**src/design/cief_pkg.sv**
```systemverilog
package cief_pkg;
    // --------------------------------------------------------------
    // Bus geometry
    // --------------------------------------------------------------
    localparam int APB_AW = 8;
    localparam int APB_DW = 32;
    localparam int PFLAG_W = 8;
    localparam int PORT_CHG_W = 6;

    // --------------------------------------------------------------
    // Register byte offsets
    // --------------------------------------------------------------
    localparam logic [APB_AW-1:0] OFS_CORE_CTRL = 8'h00;
    localparam logic [APB_AW-1:0] OFS_PERIPH_EN = 8'h04;
    localparam logic [APB_AW-1:0] OFS_EVT_STS   = 8'h08;
    localparam logic [APB_AW-1:0] OFS_EVT_CLR   = 8'h0c;
    localparam logic [APB_AW-1:0] OFS_EVT_EN    = 8'h10;
    localparam logic [APB_AW-1:0] OFS_PIN_CFG   = 8'h14;

    // --------------------------------------------------------------
    // Core control field positions
    // --------------------------------------------------------------
    localparam int B_GLOBAL_EN  = 7;
    localparam int B_PERIPH_EN  = 6;
    localparam int B_T0_EN      = 5;
    localparam int B_EXT_EN     = 4;
    localparam int B_CHG_EN     = 3;
    localparam int B_T0_FLAG    = 2;
    localparam int B_EXT_FLAG   = 1;
    localparam int B_CHG_SUM    = 0;

    // --------------------------------------------------------------
    // Event status positions
    // --------------------------------------------------------------
    localparam int EVT_W        = 4;
    localparam int E_T0_SET     = 0;
    localparam int E_EXT_SET    = 1;
    localparam int E_CHG_RISE   = 2;
    localparam int E_IRQ_TAKEN  = 3;

    // --------------------------------------------------------------
    // Reset values and constants
    // --------------------------------------------------------------
    localparam logic [7:0]       RST_CORE_CTRL = 8'h00;
    localparam logic [7:0]       RST_PERIPH_EN = 8'h00;
    localparam logic [EVT_W-1:0] RST_EVT       = 4'h0;
    localparam logic             RST_RISE_SEL  = 1'b1;
    localparam logic [15:0]      IRQ_VECTOR    = 16'h0004;
endpackage

```
**src/design/cief_pin_if.sv**
```systemverilog
`timescale 1ns/1ns
interface cief_pin_if;
    logic rise_sel;
    logic edge_evt;
    modport sync (input rise_sel, output edge_evt);
    modport ctrl (output rise_sel, input edge_evt);
endinterface

```
**src/design/cief_irq_ctrl.sv**
```systemverilog
`timescale 1ns/1ns
module cief_irq_ctrl (
    input  wire logic                               core_clk,
    input  wire logic                               rst_b,
    input  wire logic                               psel,
    input  wire logic                               penable,
    input  wire logic                               pwrite,
    input  wire logic [cief_pkg::APB_AW-1:0]        paddr,
    input  wire logic [cief_pkg::APB_DW-1:0]        pwdata,
    output logic      [cief_pkg::APB_DW-1:0]        prdata,
    output logic                                    pready,
    output logic                                    pslverr,
    input  wire logic                               timer0_ovf,
    input  wire logic                               ext_pin,
    input  wire logic [cief_pkg::PORT_CHG_W-1:0]    port_a_change_flags,
    input  wire logic [cief_pkg::PFLAG_W-1:0]       periph_flags,
    input  wire logic                               irq_take,
    input  wire logic                               return_from_irq_instr,
    output logic                                    irq_req,
    output logic      [15:0]                        irq_vector,
    output logic                                    irq_out
);
    import cief_pkg::*;

    logic [7:0]          ctrl_ff;
    logic [7:0]          pie_ff;
    logic [EVT_W-1:0]    sts_ff;
    logic [EVT_W-1:0]    evt_en_ff;
    logic                rise_sel_ff;
    logic [APB_DW-1:0]   prdata_ff;
    logic [APB_DW-1:0]   nxt_prdata;
    logic                wr_en;
    logic                mapped;
    logic                ext_evt;
    logic                chg_now;
    logic                core_term;
    logic                periph_term;
    logic [EVT_W-1:0]    evt;

    cief_pin_if pif ();

    // --------------------------------------------------------------
    // External pin edge detection
    // --------------------------------------------------------------
    assign pif.rise_sel = rise_sel_ff;
    assign ext_evt      = pif.edge_evt;

    cief_pin_sync u_pin_sync (
        .core_clk (core_clk),
        .rst_b    (rst_b),
        .ext_pin  (ext_pin),
        .pif      (pif)
    );

    // --------------------------------------------------------------
    // APB slave, zero wait states
    // --------------------------------------------------------------
    always_comb begin
        mapped = 1'b1;
        unique case (paddr)
            OFS_CORE_CTRL: nxt_prdata = {24'h000000, ctrl_ff};
            OFS_PERIPH_EN: nxt_prdata = {24'h000000, pie_ff};
            OFS_EVT_STS:   nxt_prdata = {28'h0000000, sts_ff};
            OFS_EVT_CLR:   nxt_prdata = 32'h00000000;
            OFS_EVT_EN:    nxt_prdata = {28'h0000000, evt_en_ff};
            OFS_PIN_CFG:   nxt_prdata = {31'h00000000, rise_sel_ff};
            default: begin
                nxt_prdata = 32'h00000000;
                mapped     = 1'b0;
            end
        endcase
    end

    // Read data is sampled in setup so it stands from a flop in access
    always_ff @(posedge core_clk or negedge rst_b) begin
        if (!rst_b) begin
            prdata_ff <= 32'h00000000;
        end else if (psel && !penable && !pwrite) begin
            prdata_ff <= nxt_prdata;
        end
    end

    assign prdata  = prdata_ff;
    assign pready  = psel & penable;
    assign pslverr = psel & penable & ~mapped;
    assign wr_en   = psel & penable & pwrite & mapped;

    // --------------------------------------------------------------
    // Core control register
    // --------------------------------------------------------------
    assign chg_now = |port_a_change_flags;

    always_ff @(posedge core_clk or negedge rst_b) begin
        if (!rst_b) begin
            ctrl_ff[B_GLOBAL_EN] <= RST_CORE_CTRL[B_GLOBAL_EN];
        end else if (irq_take) begin
            ctrl_ff[B_GLOBAL_EN] <= 1'b0;
        end else if (return_from_irq_instr) begin
            ctrl_ff[B_GLOBAL_EN] <= 1'b1;
        end else if (wr_en && paddr == OFS_CORE_CTRL) begin
            ctrl_ff[B_GLOBAL_EN] <= pwdata[B_GLOBAL_EN];
        end
    end

    always_ff @(posedge core_clk or negedge rst_b) begin
        if (!rst_b) begin
            ctrl_ff[B_PERIPH_EN:B_CHG_EN] <= RST_CORE_CTRL[B_PERIPH_EN:B_CHG_EN];
        end else if (wr_en && paddr == OFS_CORE_CTRL) begin
            ctrl_ff[B_PERIPH_EN:B_CHG_EN] <= pwdata[B_PERIPH_EN:B_CHG_EN];
        end
    end

    // Hardware set wins over a software clear in the same cycle
    always_ff @(posedge core_clk or negedge rst_b) begin
        if (!rst_b) begin
            ctrl_ff[B_T0_FLAG]  <= RST_CORE_CTRL[B_T0_FLAG];
            ctrl_ff[B_EXT_FLAG] <= RST_CORE_CTRL[B_EXT_FLAG];
        end else begin
            if (timer0_ovf) begin
                ctrl_ff[B_T0_FLAG] <= 1'b1;
            end else if (wr_en && paddr == OFS_CORE_CTRL) begin
                ctrl_ff[B_T0_FLAG] <= pwdata[B_T0_FLAG];
            end
            if (ext_evt) begin
                ctrl_ff[B_EXT_FLAG] <= 1'b1;
            end else if (wr_en && paddr == OFS_CORE_CTRL) begin
                ctrl_ff[B_EXT_FLAG] <= pwdata[B_EXT_FLAG];
            end
        end
    end

    // Summary ignores bus writes; it drops only when every port flag has
    always_ff @(posedge core_clk or negedge rst_b) begin
        if (!rst_b) begin
            ctrl_ff[B_CHG_SUM] <= RST_CORE_CTRL[B_CHG_SUM];
        end else begin
            ctrl_ff[B_CHG_SUM] <= chg_now;
        end
    end

    // --------------------------------------------------------------
    // Peripheral enables and pin configuration
    // --------------------------------------------------------------
    always_ff @(posedge core_clk or negedge rst_b) begin
        if (!rst_b) begin
            pie_ff <= RST_PERIPH_EN;
        end else if (wr_en && paddr == OFS_PERIPH_EN) begin
            pie_ff <= pwdata[7:0];
        end
    end

    always_ff @(posedge core_clk or negedge rst_b) begin
        if (!rst_b) begin
            rise_sel_ff <= RST_RISE_SEL;
        end else if (wr_en && paddr == OFS_PIN_CFG) begin
            rise_sel_ff <= pwdata[0];
        end
    end

    // --------------------------------------------------------------
    // Request to the core sequencer
    // --------------------------------------------------------------
    assign core_term   = (ctrl_ff[B_T0_EN] & ctrl_ff[B_T0_FLAG])
                       | (ctrl_ff[B_EXT_EN] & ctrl_ff[B_EXT_FLAG])
                       | (ctrl_ff[B_CHG_EN] & ctrl_ff[B_CHG_SUM]);
    assign periph_term = ctrl_ff[B_PERIPH_EN] & (|(pie_ff & periph_flags));
    assign irq_req     = ctrl_ff[B_GLOBAL_EN] & (core_term | periph_term);
    assign irq_vector  = IRQ_VECTOR;

    // --------------------------------------------------------------
    // Sticky event status, clear and enable
    // --------------------------------------------------------------
    assign evt[E_T0_SET]    = timer0_ovf;
    assign evt[E_EXT_SET]   = ext_evt;
    assign evt[E_CHG_RISE]  = chg_now & ~ctrl_ff[B_CHG_SUM];
    assign evt[E_IRQ_TAKEN] = irq_take;

    genvar gi;
    generate
        for (gi = 0; gi < EVT_W; gi++) begin : g_sts
            always_ff @(posedge core_clk or negedge rst_b) begin
                if (!rst_b) begin
                    sts_ff[gi] <= RST_EVT[gi];
                end else if (evt[gi]) begin
                    sts_ff[gi] <= 1'b1;
                end else if (wr_en && paddr == OFS_EVT_CLR && pwdata[gi]) begin
                    sts_ff[gi] <= 1'b0;
                end
            end
        end
    endgenerate

    always_ff @(posedge core_clk or negedge rst_b) begin
        if (!rst_b) begin
            evt_en_ff <= RST_EVT;
        end else if (wr_en && paddr == OFS_EVT_EN) begin
            evt_en_ff <= pwdata[EVT_W-1:0];
        end
    end

    assign irq_out = |(sts_ff & evt_en_ff);

    // --------------------------------------------------------------
    // Assertions
    // --------------------------------------------------------------
    property p_gie_blocks;
        @(posedge core_clk) disable iff (!rst_b)
        !ctrl_ff[B_GLOBAL_EN] |-> !irq_req;
    endproperty
    a_gie_blocks: assert property (p_gie_blocks) else $error("request while global enable low");

    property p_peripheral_group_enable_masks;
        @(posedge core_clk) disable iff (!rst_b)
        (!ctrl_ff[B_PERIPH_EN] && !core_term) |-> !irq_req;
    endproperty
    a_peripheral_group_enable_masks: assert property (p_peripheral_group_enable_masks) else $error("peripheral request not masked");

    property p_t0_local;
        @(posedge core_clk) disable iff (!rst_b)
        (ctrl_ff[B_GLOBAL_EN] && ctrl_ff[B_T0_EN] && ctrl_ff[B_T0_FLAG]) |-> irq_req;
    endproperty
    a_t0_local: assert property (p_t0_local) else $error("enabled timer0 flag gives no request");

    property p_t0_set;
        @(posedge core_clk) disable iff (!rst_b)
        timer0_ovf |=> ctrl_ff[B_T0_FLAG] ##1 (ctrl_ff[B_T0_FLAG] || $past(wr_en));
    endproperty
    a_t0_set: assert property (p_t0_set) else $error("timer0 flag not set or lost");

    property p_ext_set;
        @(posedge core_clk) disable iff (!rst_b)
        (ext_evt && !ctrl_ff[B_GLOBAL_EN]) |=> ctrl_ff[B_EXT_FLAG];
    endproperty
    a_ext_set: assert property (p_ext_set) else $error("pin flag not set");

    property p_chg_sum;
        @(posedge core_clk) disable iff (!rst_b)
        ##1 ctrl_ff[B_CHG_SUM] == $past(chg_now);
    endproperty
    a_chg_sum: assert property (p_chg_sum) else $error("summary flag mismatch");

    property p_chg_ro;
        @(posedge core_clk) disable iff (!rst_b)
        (wr_en && paddr == OFS_CORE_CTRL && !chg_now) |=> !ctrl_ff[B_CHG_SUM];
    endproperty
    a_chg_ro: assert property (p_chg_ro) else $error("summary flag written by bus");

    property p_pie_wr;
        @(posedge core_clk) disable iff (!rst_b)
        (wr_en && paddr == OFS_PERIPH_EN) |=> pie_ff == $past(pwdata[7:0]);
    endproperty
    a_pie_wr: assert property (p_pie_wr) else $error("peripheral enable write lost");

    property p_take;
        @(posedge core_clk) disable iff (!rst_b)
        irq_take |=> !ctrl_ff[B_GLOBAL_EN] && !irq_req && irq_vector == 16'h0004;
    endproperty
    a_take: assert property (p_take) else $error("global enable kept after take");

    property p_return_from_irq_instr;
        @(posedge core_clk) disable iff (!rst_b)
        (return_from_irq_instr && !irq_take) |=> ctrl_ff[B_GLOBAL_EN];
    endproperty
    a_return_from_irq_instr: assert property (p_return_from_irq_instr) else $error("global enable not restored");

    property p_t0_hold;
        @(posedge core_clk) disable iff (!rst_b)
        (ctrl_ff[B_T0_FLAG] && !(wr_en && paddr == OFS_CORE_CTRL)) |=> ctrl_ff[B_T0_FLAG];
    endproperty
    a_t0_hold: assert property (p_t0_hold) else $error("timer0 flag dropped without clear");

    property p_ext_hold;
        @(posedge core_clk) disable iff (!rst_b)
        (ctrl_ff[B_EXT_FLAG] && !(wr_en && paddr == OFS_CORE_CTRL)) |=> ctrl_ff[B_EXT_FLAG];
    endproperty
    a_ext_hold: assert property (p_ext_hold) else $error("pin flag dropped without clear");

    property p_ext_any;
        @(posedge core_clk) disable iff (!rst_b)
        ext_evt |=> ctrl_ff[B_EXT_FLAG];
    endproperty
    a_ext_any: assert property (p_ext_any) else $error("pin flag gated by an enable");

    property p_periph_pass;
        @(posedge core_clk) disable iff (!rst_b)
        (ctrl_ff[B_GLOBAL_EN] && ctrl_ff[B_PERIPH_EN] && ((pie_ff & periph_flags) != 8'h00)) |-> irq_req;
    endproperty
    a_periph_pass: assert property (p_periph_pass) else $error("enabled peripheral gives no request");

    c_take: cover property (@(posedge core_clk) disable iff (!rst_b) irq_req ##1 irq_take);
    c_periph: cover property (@(posedge core_clk) disable iff (!rst_b) periph_term && irq_req);
    c_set_clr: cover property (@(posedge core_clk) disable iff (!rst_b)
        timer0_ovf && wr_en && paddr == OFS_CORE_CTRL);
    c_irq_out: cover property (@(posedge core_clk) disable iff (!rst_b) irq_out);
endmodule

```
**src/design/cief_pin_sync.sv**
```systemverilog
`timescale 1ns/1ns
module cief_pin_sync (
    input  wire logic core_clk,
    input  wire logic rst_b,
    input  wire logic ext_pin,
    cief_pin_if.sync  pif
);
    logic sync1_ff;
    logic sync2_ff;
    logic prev_ff;

    // --------------------------------------------------------------
    // Two-stage synchroniser, edge seen on the second stage only
    // --------------------------------------------------------------
    always_ff @(posedge core_clk or negedge rst_b) begin
        if (!rst_b) begin
            sync1_ff <= 1'b0;
            sync2_ff <= 1'b0;
            prev_ff  <= 1'b0;
        end else begin
            sync1_ff <= ext_pin;
            sync2_ff <= sync1_ff;
            prev_ff  <= sync2_ff;
        end
    end

    assign pif.edge_evt = pif.rise_sel ? (sync2_ff & ~prev_ff) : (~sync2_ff & prev_ff);
endmodule

```
**config.mk**
```make
export PLATFORM = sky130hd
export DESIGN_NAME = cief_irq_ctrl
export DESIGN_NICKNAME = d
export VERILOG_FILES = /design/src/design/cief_pkg.sv /design/src/design/cief_pin_if.sv /design/src/design/cief_irq_ctrl.sv /design/src/design/cief_pin_sync.sv
export SDC_FILE = /design/constraint.sdc
export NUM_CORES = 1
export LEC_CHECK = 0
export ABC_AREA = 1
export BUFFER_PORTS_ARGS = -buffer_cell sky130_fd_sc_hd__buf_4
export CAP_MARGIN = 5
export CORE_MARGIN = 2
export CORE_UTILIZATION = 47
export CTS_BUF_LIST = sky130_fd_sc_hd__clkbuf_4 sky130_fd_sc_hd__clkbuf_8
export DETAILED_ROUTE_END_ITERATION = 16
export PLACE_DENSITY_LB_ADDON = 0.15
export SKIP_LAST_GASP = 1
export SYNTH_ARGS = -nofsm -noshare
export SYNTH_HDL_FRONTEND = slang
export SYNTH_SLANG_ARGS = --single-unit
```
**constraint.sdc**
```tcl
create_clock -name core_clk -period 1.3 [get_ports core_clk]
set_input_delay 0.195 -clock core_clk [delete_from_list [all_inputs] [get_ports core_clk]]
set_output_delay 0.195 -clock core_clk [all_outputs]
set_load 0.005 [all_outputs]
```
**Word-level counts from Yosys, hierarchy flattened**

Index checks and enable logic that the tools add are counted.

- Equal/unequal tests: 5
- Multiplexer cells: 18
- Bitwise logic cells: 21
- Reduce and logical (&&, ||, !) cells: 25

Operators with widths:

| operator | count |
|---|---|
| 8-bit one-hot mux with 5 select lines | 1 |
| 1-bit two-way mux | 17 |
| 8-bit by 4-bit equality test with 1-bit output (second input constant) | 2 |
| 8-bit by 5-bit equality test with 1-bit output (second input constant) | 2 |
| 1-bit AND | 12 |
| 2-bit nonzero test | 6 |
| 6-bit OR reduction | 2 |
| 1-bit logical AND | 11 |
| 8-bit AND | 1 |
| 8-bit by 3-bit equality test with 1-bit output (second input constant) | 1 |
| 8-bit zero test | 1 |
| 8-bit OR reduction | 1 |
| 4-bit AND | 1 |
| 1-bit NOT | 4 |
| 4-bit OR reduction | 1 |
| 1-bit bitwise OR | 3 |
| 3-bit nonzero test | 1 |
| 1-bit zero test | 2 |

- Register bits after elaboration: 60
- Logic and storage cells: 85

**Longest topological paths before layout**

Gate-level depths: netlist of run 1.

- Word-level depth: 8
- Mapped depth: 11
- Depth with buffers taken out: 11

**Hierarchy**

Synthesis of run 1 repeated with hierarchy kept, for this count alone.

- Cell total of the unflattened synthesis: 275
- Area, all modules: 2260.9 um2

Modules (own cells, without submodules):

| module | instances | cells an instance | area each (um2) | seq. area each (um2) |
|---|---|---|---|---|
| cief_irq_ctrl | 1 | 266 | 2160.8 | 827.0 |
| cief_pin_sync | 1 | 9 | 100.1 | 75.1 |

**Worst setup path after synthesis of run 1**

OpenSTA, ideal clock, no wires.

- Kind: input to register
- From: in paddr[5] (netlist name)
- To: reg ctrl_ff[1]
- Data arrival time: 1.130 ns
- Data required time: 1.175 ns
- Path slack: 0.045 ns
- Stages on the path: 9
- Buffers on the path: 1
- Cells stage by stage: nor2_1 > nand2_2 > nor2_4 > nor2_2 > nand3_4 > nand3_4 > buf_6 > nand2_2 > nand3_2

- Cells in the longest elaborated chain, start to end: 6
- Elaborated cells on any way between the ends: 11
- Those cells by class: eq/ne (5); mux (1); bitwise (1); reduce/logical (4)

Ends and longest elaborated chain:

| element | line | text |
|---|---|---|
| start: declaration | cief_irq_ctrl.sv:8 | `input wire logic [cief_pkg::APB_AW-1:0] paddr,` |
| 8-bit by 3-bit equality test with 1-bit output (tied with other cells) | cief_irq_ctrl.sv:60 | `unique case (paddr)` |
| 6-bit OR reduction (no line) | - |  |
| 1-bit two-way mux | cief_irq_ctrl.sv:60 |  |
| 1-bit AND | cief_irq_ctrl.sv:86 | `assign wr_en = psel & penable & pwrite & mapped;` |
| 1-bit logical AND (*) | cief_irq_ctrl.sv:126 | `end else if (wr_en && paddr == OFS_CORE_CTRL) begin` |
| 2-bit nonzero test (no line) (*) | - |  |
| end signal: indexed assignment | cief_irq_ctrl.sv:117 | `ctrl_ff[B_EXT_FLAG] <= RST_CORE_CTRL[B_EXT_FLAG];` |
| end signal: indexed assignment | cief_irq_ctrl.sv:122 | `ctrl_ff[B_T0_FLAG] <= pwdata[B_T0_FLAG];` |
| end signal: indexed assignment | cief_irq_ctrl.sv:127 | `ctrl_ff[B_EXT_FLAG] <= pwdata[B_EXT_FLAG];` |
| end: declaration | cief_irq_ctrl.sv:25 | `logic [7:0] ctrl_ff;` |

Mark *: on every way between the ends. The rest lies on a longest branch, timed or not.
A chain may end at the register's enable or synchronous reset.

**Worst setup path in the final report of run 1**

- From: reg ctrl_ff[5]
- To: out irq_req

- Cells in the longest elaborated chain, start to end: 5

Ends and longest elaborated chain:

| element | line | text |
|---|---|---|
| start signal: indexed assignment | cief_irq_ctrl.sv:107 | `ctrl_ff[B_PERIPH_EN:B_CHG_EN] <= RST_CORE_CTRL[B_PERIPH_EN:B_CHG_EN];` |
| start signal: indexed assignment | cief_irq_ctrl.sv:109 | `ctrl_ff[B_PERIPH_EN:B_CHG_EN] <= pwdata[B_PERIPH_EN:B_CHG_EN];` |
| 1-bit AND | cief_irq_ctrl.sv:163 | `assign core_term = (ctrl_ff[B_T0_EN] & ctrl_ff[B_T0_FLAG])` |
| 1-bit bitwise OR | cief_irq_ctrl.sv:164 | `\| (ctrl_ff[B_EXT_EN] & ctrl_ff[B_EXT_FLAG])` |
| 1-bit bitwise OR | cief_irq_ctrl.sv:165 | `\| (ctrl_ff[B_CHG_EN] & ctrl_ff[B_CHG_SUM]);` |
| 1-bit bitwise OR | cief_irq_ctrl.sv:167 | `assign irq_req = ctrl_ff[B_GLOBAL_EN] & (core_term \| periph_term);` |
| 1-bit AND | cief_irq_ctrl.sv:167 |  |
| end: declaration | cief_irq_ctrl.sv:19 | `output logic irq_req,` |

Every way passes these cells.

==> flow_summary.toml, run 1 <==
[outcome]
outcome = "finished with violations"
failed_checks = "negative setup slack"

[power_and_ir_drop]
power.leakage_uw = 0.001573
powerDensity_nw_per_um2 = 773.0
power_uw = 2185
vdd_ir_drop_max_mv = 0.8015

[route]
ant_nets = 0
route.met3.wl_um = 292
drc = 0
drt-total-wl_um = 4737
vias_per_cell = 4.686
firstDrtPassIters = 4
num_vias = 1879
drtIter0Drc = 82
route.met2.wl_um = 2232
post_drt_wl_per_cell_um = 11.81
top_layer_used = "met4"
wl_met1_um = 2133

[grt]
grt_pass1_wl_um = 7734
grt_max_degree = 37
gr-total-overflow = 0
grt_pass1_vias = 1636
track_usage_pct = 19.16
antenna_found_initial = 0

[clocking]
cts_tree = "done"
cts_buffers = 5
clkLatencyLatePin_ns = 0.29
clock-sinks = 36
root_buffer = "clkbuf_8"
clk_pin_slew_ns = 0.08
clockBufferDepth = 2
htreeDepth = 2

[yosys]
yosysTopAreaCell = "dfrtp_1"
synth_cell_types = 30
synth_edf_count = 0
synth_ff_type = "dfrtp_1"
seq_area_frac_synth_pct = 40.32
synth_top_area_share_pct = 39.15
yosysMostFrequentCell = "nand2_1"
syn_avg_cell_area_um2 = 8.225
synth-async-reset-ratio_pct = 100.0
netlist_top_cells_area = "dfrtp_1, nand2_1, buf_4, nand4_1, inv_1"
synth_cells = 272
yosys-top-cells-count = "nand2_1, buf_4, dfrtp_1"
yosysWarningCount = 0
synth_area_um2 = 2237
synth_seq_cells = 36

[floorplanning]
coreArea_um2 = 4661
initial_core_util_pct = 48.00
die_area_um2 = 5328
fp.dieH_um = 72.99
pin_count = 115
die_w_um = 72.99
fp-row-count = 25

[layout]
stdcell_count = 401
drive_gt1_share_pct = 34.58
final_util_pct = 60.64
area_growth_pct = 26.34
nNetsFinal = 410
n_antenna_cell = 0

[setup_path]
worstPathCellList = "a22o_1 > a21oi_1 > a21boi_1 > buf_4"
arrival_ns = 1.24
cp.buffers_inverters = 1
crit_path_start_kind = "flop"
reg2reg_depth = 6
worstPathMaxFanout = 2
cp_top_family = "compound AO/OA/AOI/OAI gates"
crit_path_max_incr_delay_ns = 0.39
cp.depth = 4
slowest_stage = "dfrtp_1"
cp-end-kind = "output port"
worstPathRequired_ns = 1.11
criticalPathCategory = "reg2out"

[sta]
skew_ns = 0.007554
max_freq_mhz = 696.0
finalCritPeriodShare_pct = 110.5
slew_violations = 0
hold_viol_final = 0
setup_viol = 1
fin_ws_ns = -0.1367
rsz0062_at_grt = "true"
min_period_ns = 1.437

[worst_hold_path]
hold_depth = 3
hold_path.class = "in2reg"

[placed_design]
portBuffers = 50
dpl.hpwl_um = 3554
gp_congestion = 0.8903
dp_cells = 380

[run]
cap_viol_max_count = 0
-- metrics by stage --
| step | area (um^2) | setup slack (ns) | hold WS [ns] | setup TNS [ns] |
|---|---|---|---|---|
| after floorplan | 2380 | 0.04459 | -0.1006 | 0 |
| after global placement | 2570 | -0.1430 | 0.1793 | -3.080 |
| after detailed placement | 2570 | -0.1617 | 0.1804 | -3.738 |
| after CTS | 2706 | -0.1478 | 0.006269 | -0.1478 |
| after global routing | 2826 | -0.2176 | 0.1078 | -0.2260 |
| final | 2826 | -0.1367 | 0.1147 | -0.1367 |
-- cell usage in the layout (no fill, tap or decap), types with 8 or more instances in the layout --
cell | netlist | routed
nand2_1 | 92 | 88
conb_1 | 2 | 40
nor2_4 | 5 | 9
nor2_1 | 12 | 9
buf_4 | 41 | 71
dfrtp_1 | 35 | 35
inv_1 | 16 | 16
nand2_2 | 7 | 8
nand4_1 | 10 | 10
-- registers in the layout (all words and copies together) (netlist names) --
name and count:
sts_ff 4, ctrl_ff 8, evt_en_ff 4, u_pin_sync.sync1_ff 1, u_pin_sync.prev_ff 1, pie_ff 8
pif.rise_sel 1, u_pin_sync.sync2_ff 1, prdata 8
-- power breakdown --
group / internal (uW) / switching, uW
sequential: 1140 / 12.0
clock: 363 / 407
combinational: 119 / 146
total: 1620 / 565
-- routing by layer --
metal  GRT usage [%]  vias to the layer above
met1           26.26                      868
met3           4.420                        7
li1                -                      930
met2           29.93                       74
met5               0                        -
met4           6.379                        0
-- layout make-up --
type	instances	area, um^2
Clock buffer	5	68.82
Clock inverter	2	12.51
Fill cell	435	1834
Inverter	18	70.07
Multi-Input combinational cell	212	1132
Sequential cell	36	902.1
Tap cell	54	67.56
Timing Repair Buffer	74	573.1
-- timing repair --
action	in CTS	in global routing
pin swaps	3	9
endpoints found under the setup margin	2	3
setup buffers	4	8
endpoints found under the hold margin	35	1
hold buffers	1	1
gates resized for setup	6	10
-- cells by family after synthesis --
family | after synthesis | synth area share, %
multiplexers | 3 | 1.510
buffers and inverters | 62 | 17.79
AND/OR/NAND/NOR | 148 | 33.72
other | 2 | 0.3357
AO/OA/AOI/OAI | 21 | 6.319
flip-flops | 36 | 40.32
-- tightest hold or removal path, cell delays in order --
cell	delay (ns)
buf_4	0.08
nand2_1	0.04
nand2_1	0.05
-- worst paths after layout --
kind / startpoint / to / slack (ns)
max: ctrl_ff[5] / irq_req / -0.14
min: pwdata[4] / pie_ff[4] / 0.11
max reg2reg: pie_ff[3] / prdata[3] / 0.13
min reg2reg: u_pin_sync.sync1_ff / u_pin_sync.sync2_ff / 0.35
max in group asynchronous: rst_b / pif.rise_sel / 0.56
min in group asynchronous: rst_b / ctrl_ff[2] / 0.40
(Power assumes the default switching activity.)
==> run 2: changes to the inputs <==
==> constraint.sdc (replaced) <==
create_clock -name core_clk -period 1.3 [get_ports core_clk]
set_input_delay 0.065 -clock core_clk [delete_from_list [all_inputs] [get_ports core_clk]]
set_output_delay 0.065 -clock core_clk [all_outputs]
set_load 0.005 [all_outputs]
==> run 2 against run 1 <==
  * The flow finishes with violations (negative hold slack, negative setup slack)
  * Maximum frequency rose by 8.8%
  * Non-clock buffer count rose by 6
  * Wire length rose by 0.55%
  * Highest routed layer unchanged
==> flow_summary.toml, run 2 (synthesized netlist as in run 1, its figures left out) <==
[grt]
antenna_found_initial = 0
grt_pass1_wl_um = 7838
track_usage_pct = 19.56
gr-total-overflow = 0
grt_max_degree = 37
grt_pass1_vias = 1706

[setup_path]
worstPathMaxFanout = 2
cp-end-kind = "output port"
worstPathRequired_ns = 1.24
arrival_ns = 1.26
cp-startpoint = "ctrl_ff[5]"
r2r_end = "prdata[2]"
criticalPathCategory = "reg2out"
timing.rr.start = "ctrl_ff[2]"
reg2reg_depth = 6
reg2reg_slack_ns = 0.12
crit_path_start_kind = "flop"

[layout]
stdcell_area_um2 = 2864
layout_common_cells = "nand2_1, buf_4, conb_1"
final_common_cell = "nand2_1"
fill_cells = 443
nNetsFinal = 416
drive_gt1_share_pct = 30.79
area_growth_pct = 28.02
n_antenna_cell = 0

[floorplanning]
die_area_um2 = 5328
fp-row-count = 25
coreArea_um2 = 4661
die_w_um = 72.99
pin_count = 115
initial_core_util_pct = 48.00
fp.dieH_um = 72.99

[worst_hold_path]
hold_depth = 3
hold_path.class = "in2reg"
holdPathEnd = "ctrl_ff[0]"
min_from = "port_a_change_flags[3]"

[clocking]
cts_tree = "done"
clk_pin_slew_ns = 0.07
cts_buffers = 5
root_buffer = "clkbuf_8"
clockBufferDepth = 2
clock-sinks = 36
clkLatencyLatePin_ns = 0.29
htreeDepth = 2

[sta]
skew_ns = 0.003238
slew_violations = 0
whs_ns = -0.009357
max_freq_mhz = 757.1
setup_viol = 1
finalCritPeriodShare_pct = 101.6
hold_viol_final = 1
rsz0062_at_grt = "true"
min_period_ns = 1.321
fin_ws_ns = -0.02084

[placed_design]
portBuffers = 50
gp_congestion = 0.8787
dpl.hpwl_um = 3544
placed_area_um2 = 2577
dp_slack_ns = -0.03013

[power_and_ir_drop]
powerDensity_nw_per_um2 = 847.4
vdd_ir_drop_max_mv = 0.5990
power.leakage_uw = 0.001575

[route]
drtIter0Drc = 70
firstDrtPassIters = 4
num_vias = 1864
post_drt_wl_per_cell_um = 11.67
ant_nets = 0
drc = 0
vias_per_cell = 4.569
drt-total-wl_um = 4763

[run]
cap_viol_max_count = 0

[outcome]
failed_checks = "negative hold slack, negative setup slack"
outcome = "finished with violations"
[run 2: stage by stage]
stage / cells / util (%) / power (uW) / setup TNS, ns
after global routing: 408 / 61.45 / 2547 / -0.08444
after global placement: 381 / 55.30 / 1414 / -0.008586
final: 408 / 61.45 / 2427 / -0.02084
after detailed placement: 381 / 55.30 / 1418 / -0.05992
after floorplan: 310 / - / 1352 / 0
after CTS: 404 / 60.70 / 2443 / -0.02972
[run 2: worst max-delay path, stage by stage (launching register included)]
cell and delay, ns:
dfrtp_1 0.39, a22o_1 0.24, a21oi_1 0.11, a21boi_1 0.08, buf_4 0.14
[run 2: how the worst max path moves through the flow]
stage,slack [ns],to,cells past startpoint
after floorplan,0.17,ctrl_ff[1],9
after global placement,-0.009,ctrl_ff[6],9
after global routing,-0.08,irq_req,4
final,-0.02,irq_req,4
after detailed placement,-0.03,prdata[3],9
after CTS,-0.03,irq_req,4
[run 2: final cells by class]
cell class                      instances  area (um^2)  area share (%)
Timing Repair Buffer                   80        633.1           22.11
Clock inverter                          2        35.03           1.223
Tap cell                               54        67.56           2.359
Inverter                               18        70.07           2.446
Multi-Input combinational cell        212         1080           37.70
Sequential cell                        36        902.1           31.50
Clock buffer                            6        76.32           2.665
[run 2: per-layer routing]
layer / vias up / GRT usage (%) / part of all wire, %
met3: 9 / 4.282 / 5.9
met1: 832 / 27.10 / 45
li1: 943 / - / -
met4: 0 / 6.790 / 2.1
met5: - / 0 / 0
met2: 80 / 30.23 / 47
[run 2: what timing repair did]
action | in CTS | in global routing
setup endpoints to repair | 1 | 2
hold buffers | 11 | 3
pin swaps | 0 | 2
resized for setup | 2 | 0
setup buffers | 4 | 2
endpoints found under the hold margin | 45 | 1
[run 2: power by group]
| part | leakage (uW) | switching (uW) | internal (uW) |
|---|---|---|---|
| clock | 0.0000586 | 409 | 590 |
| combinational | 0.00106 | 142 | 135 |
| sequential | 0.000457 | 13.2 | 1140 |
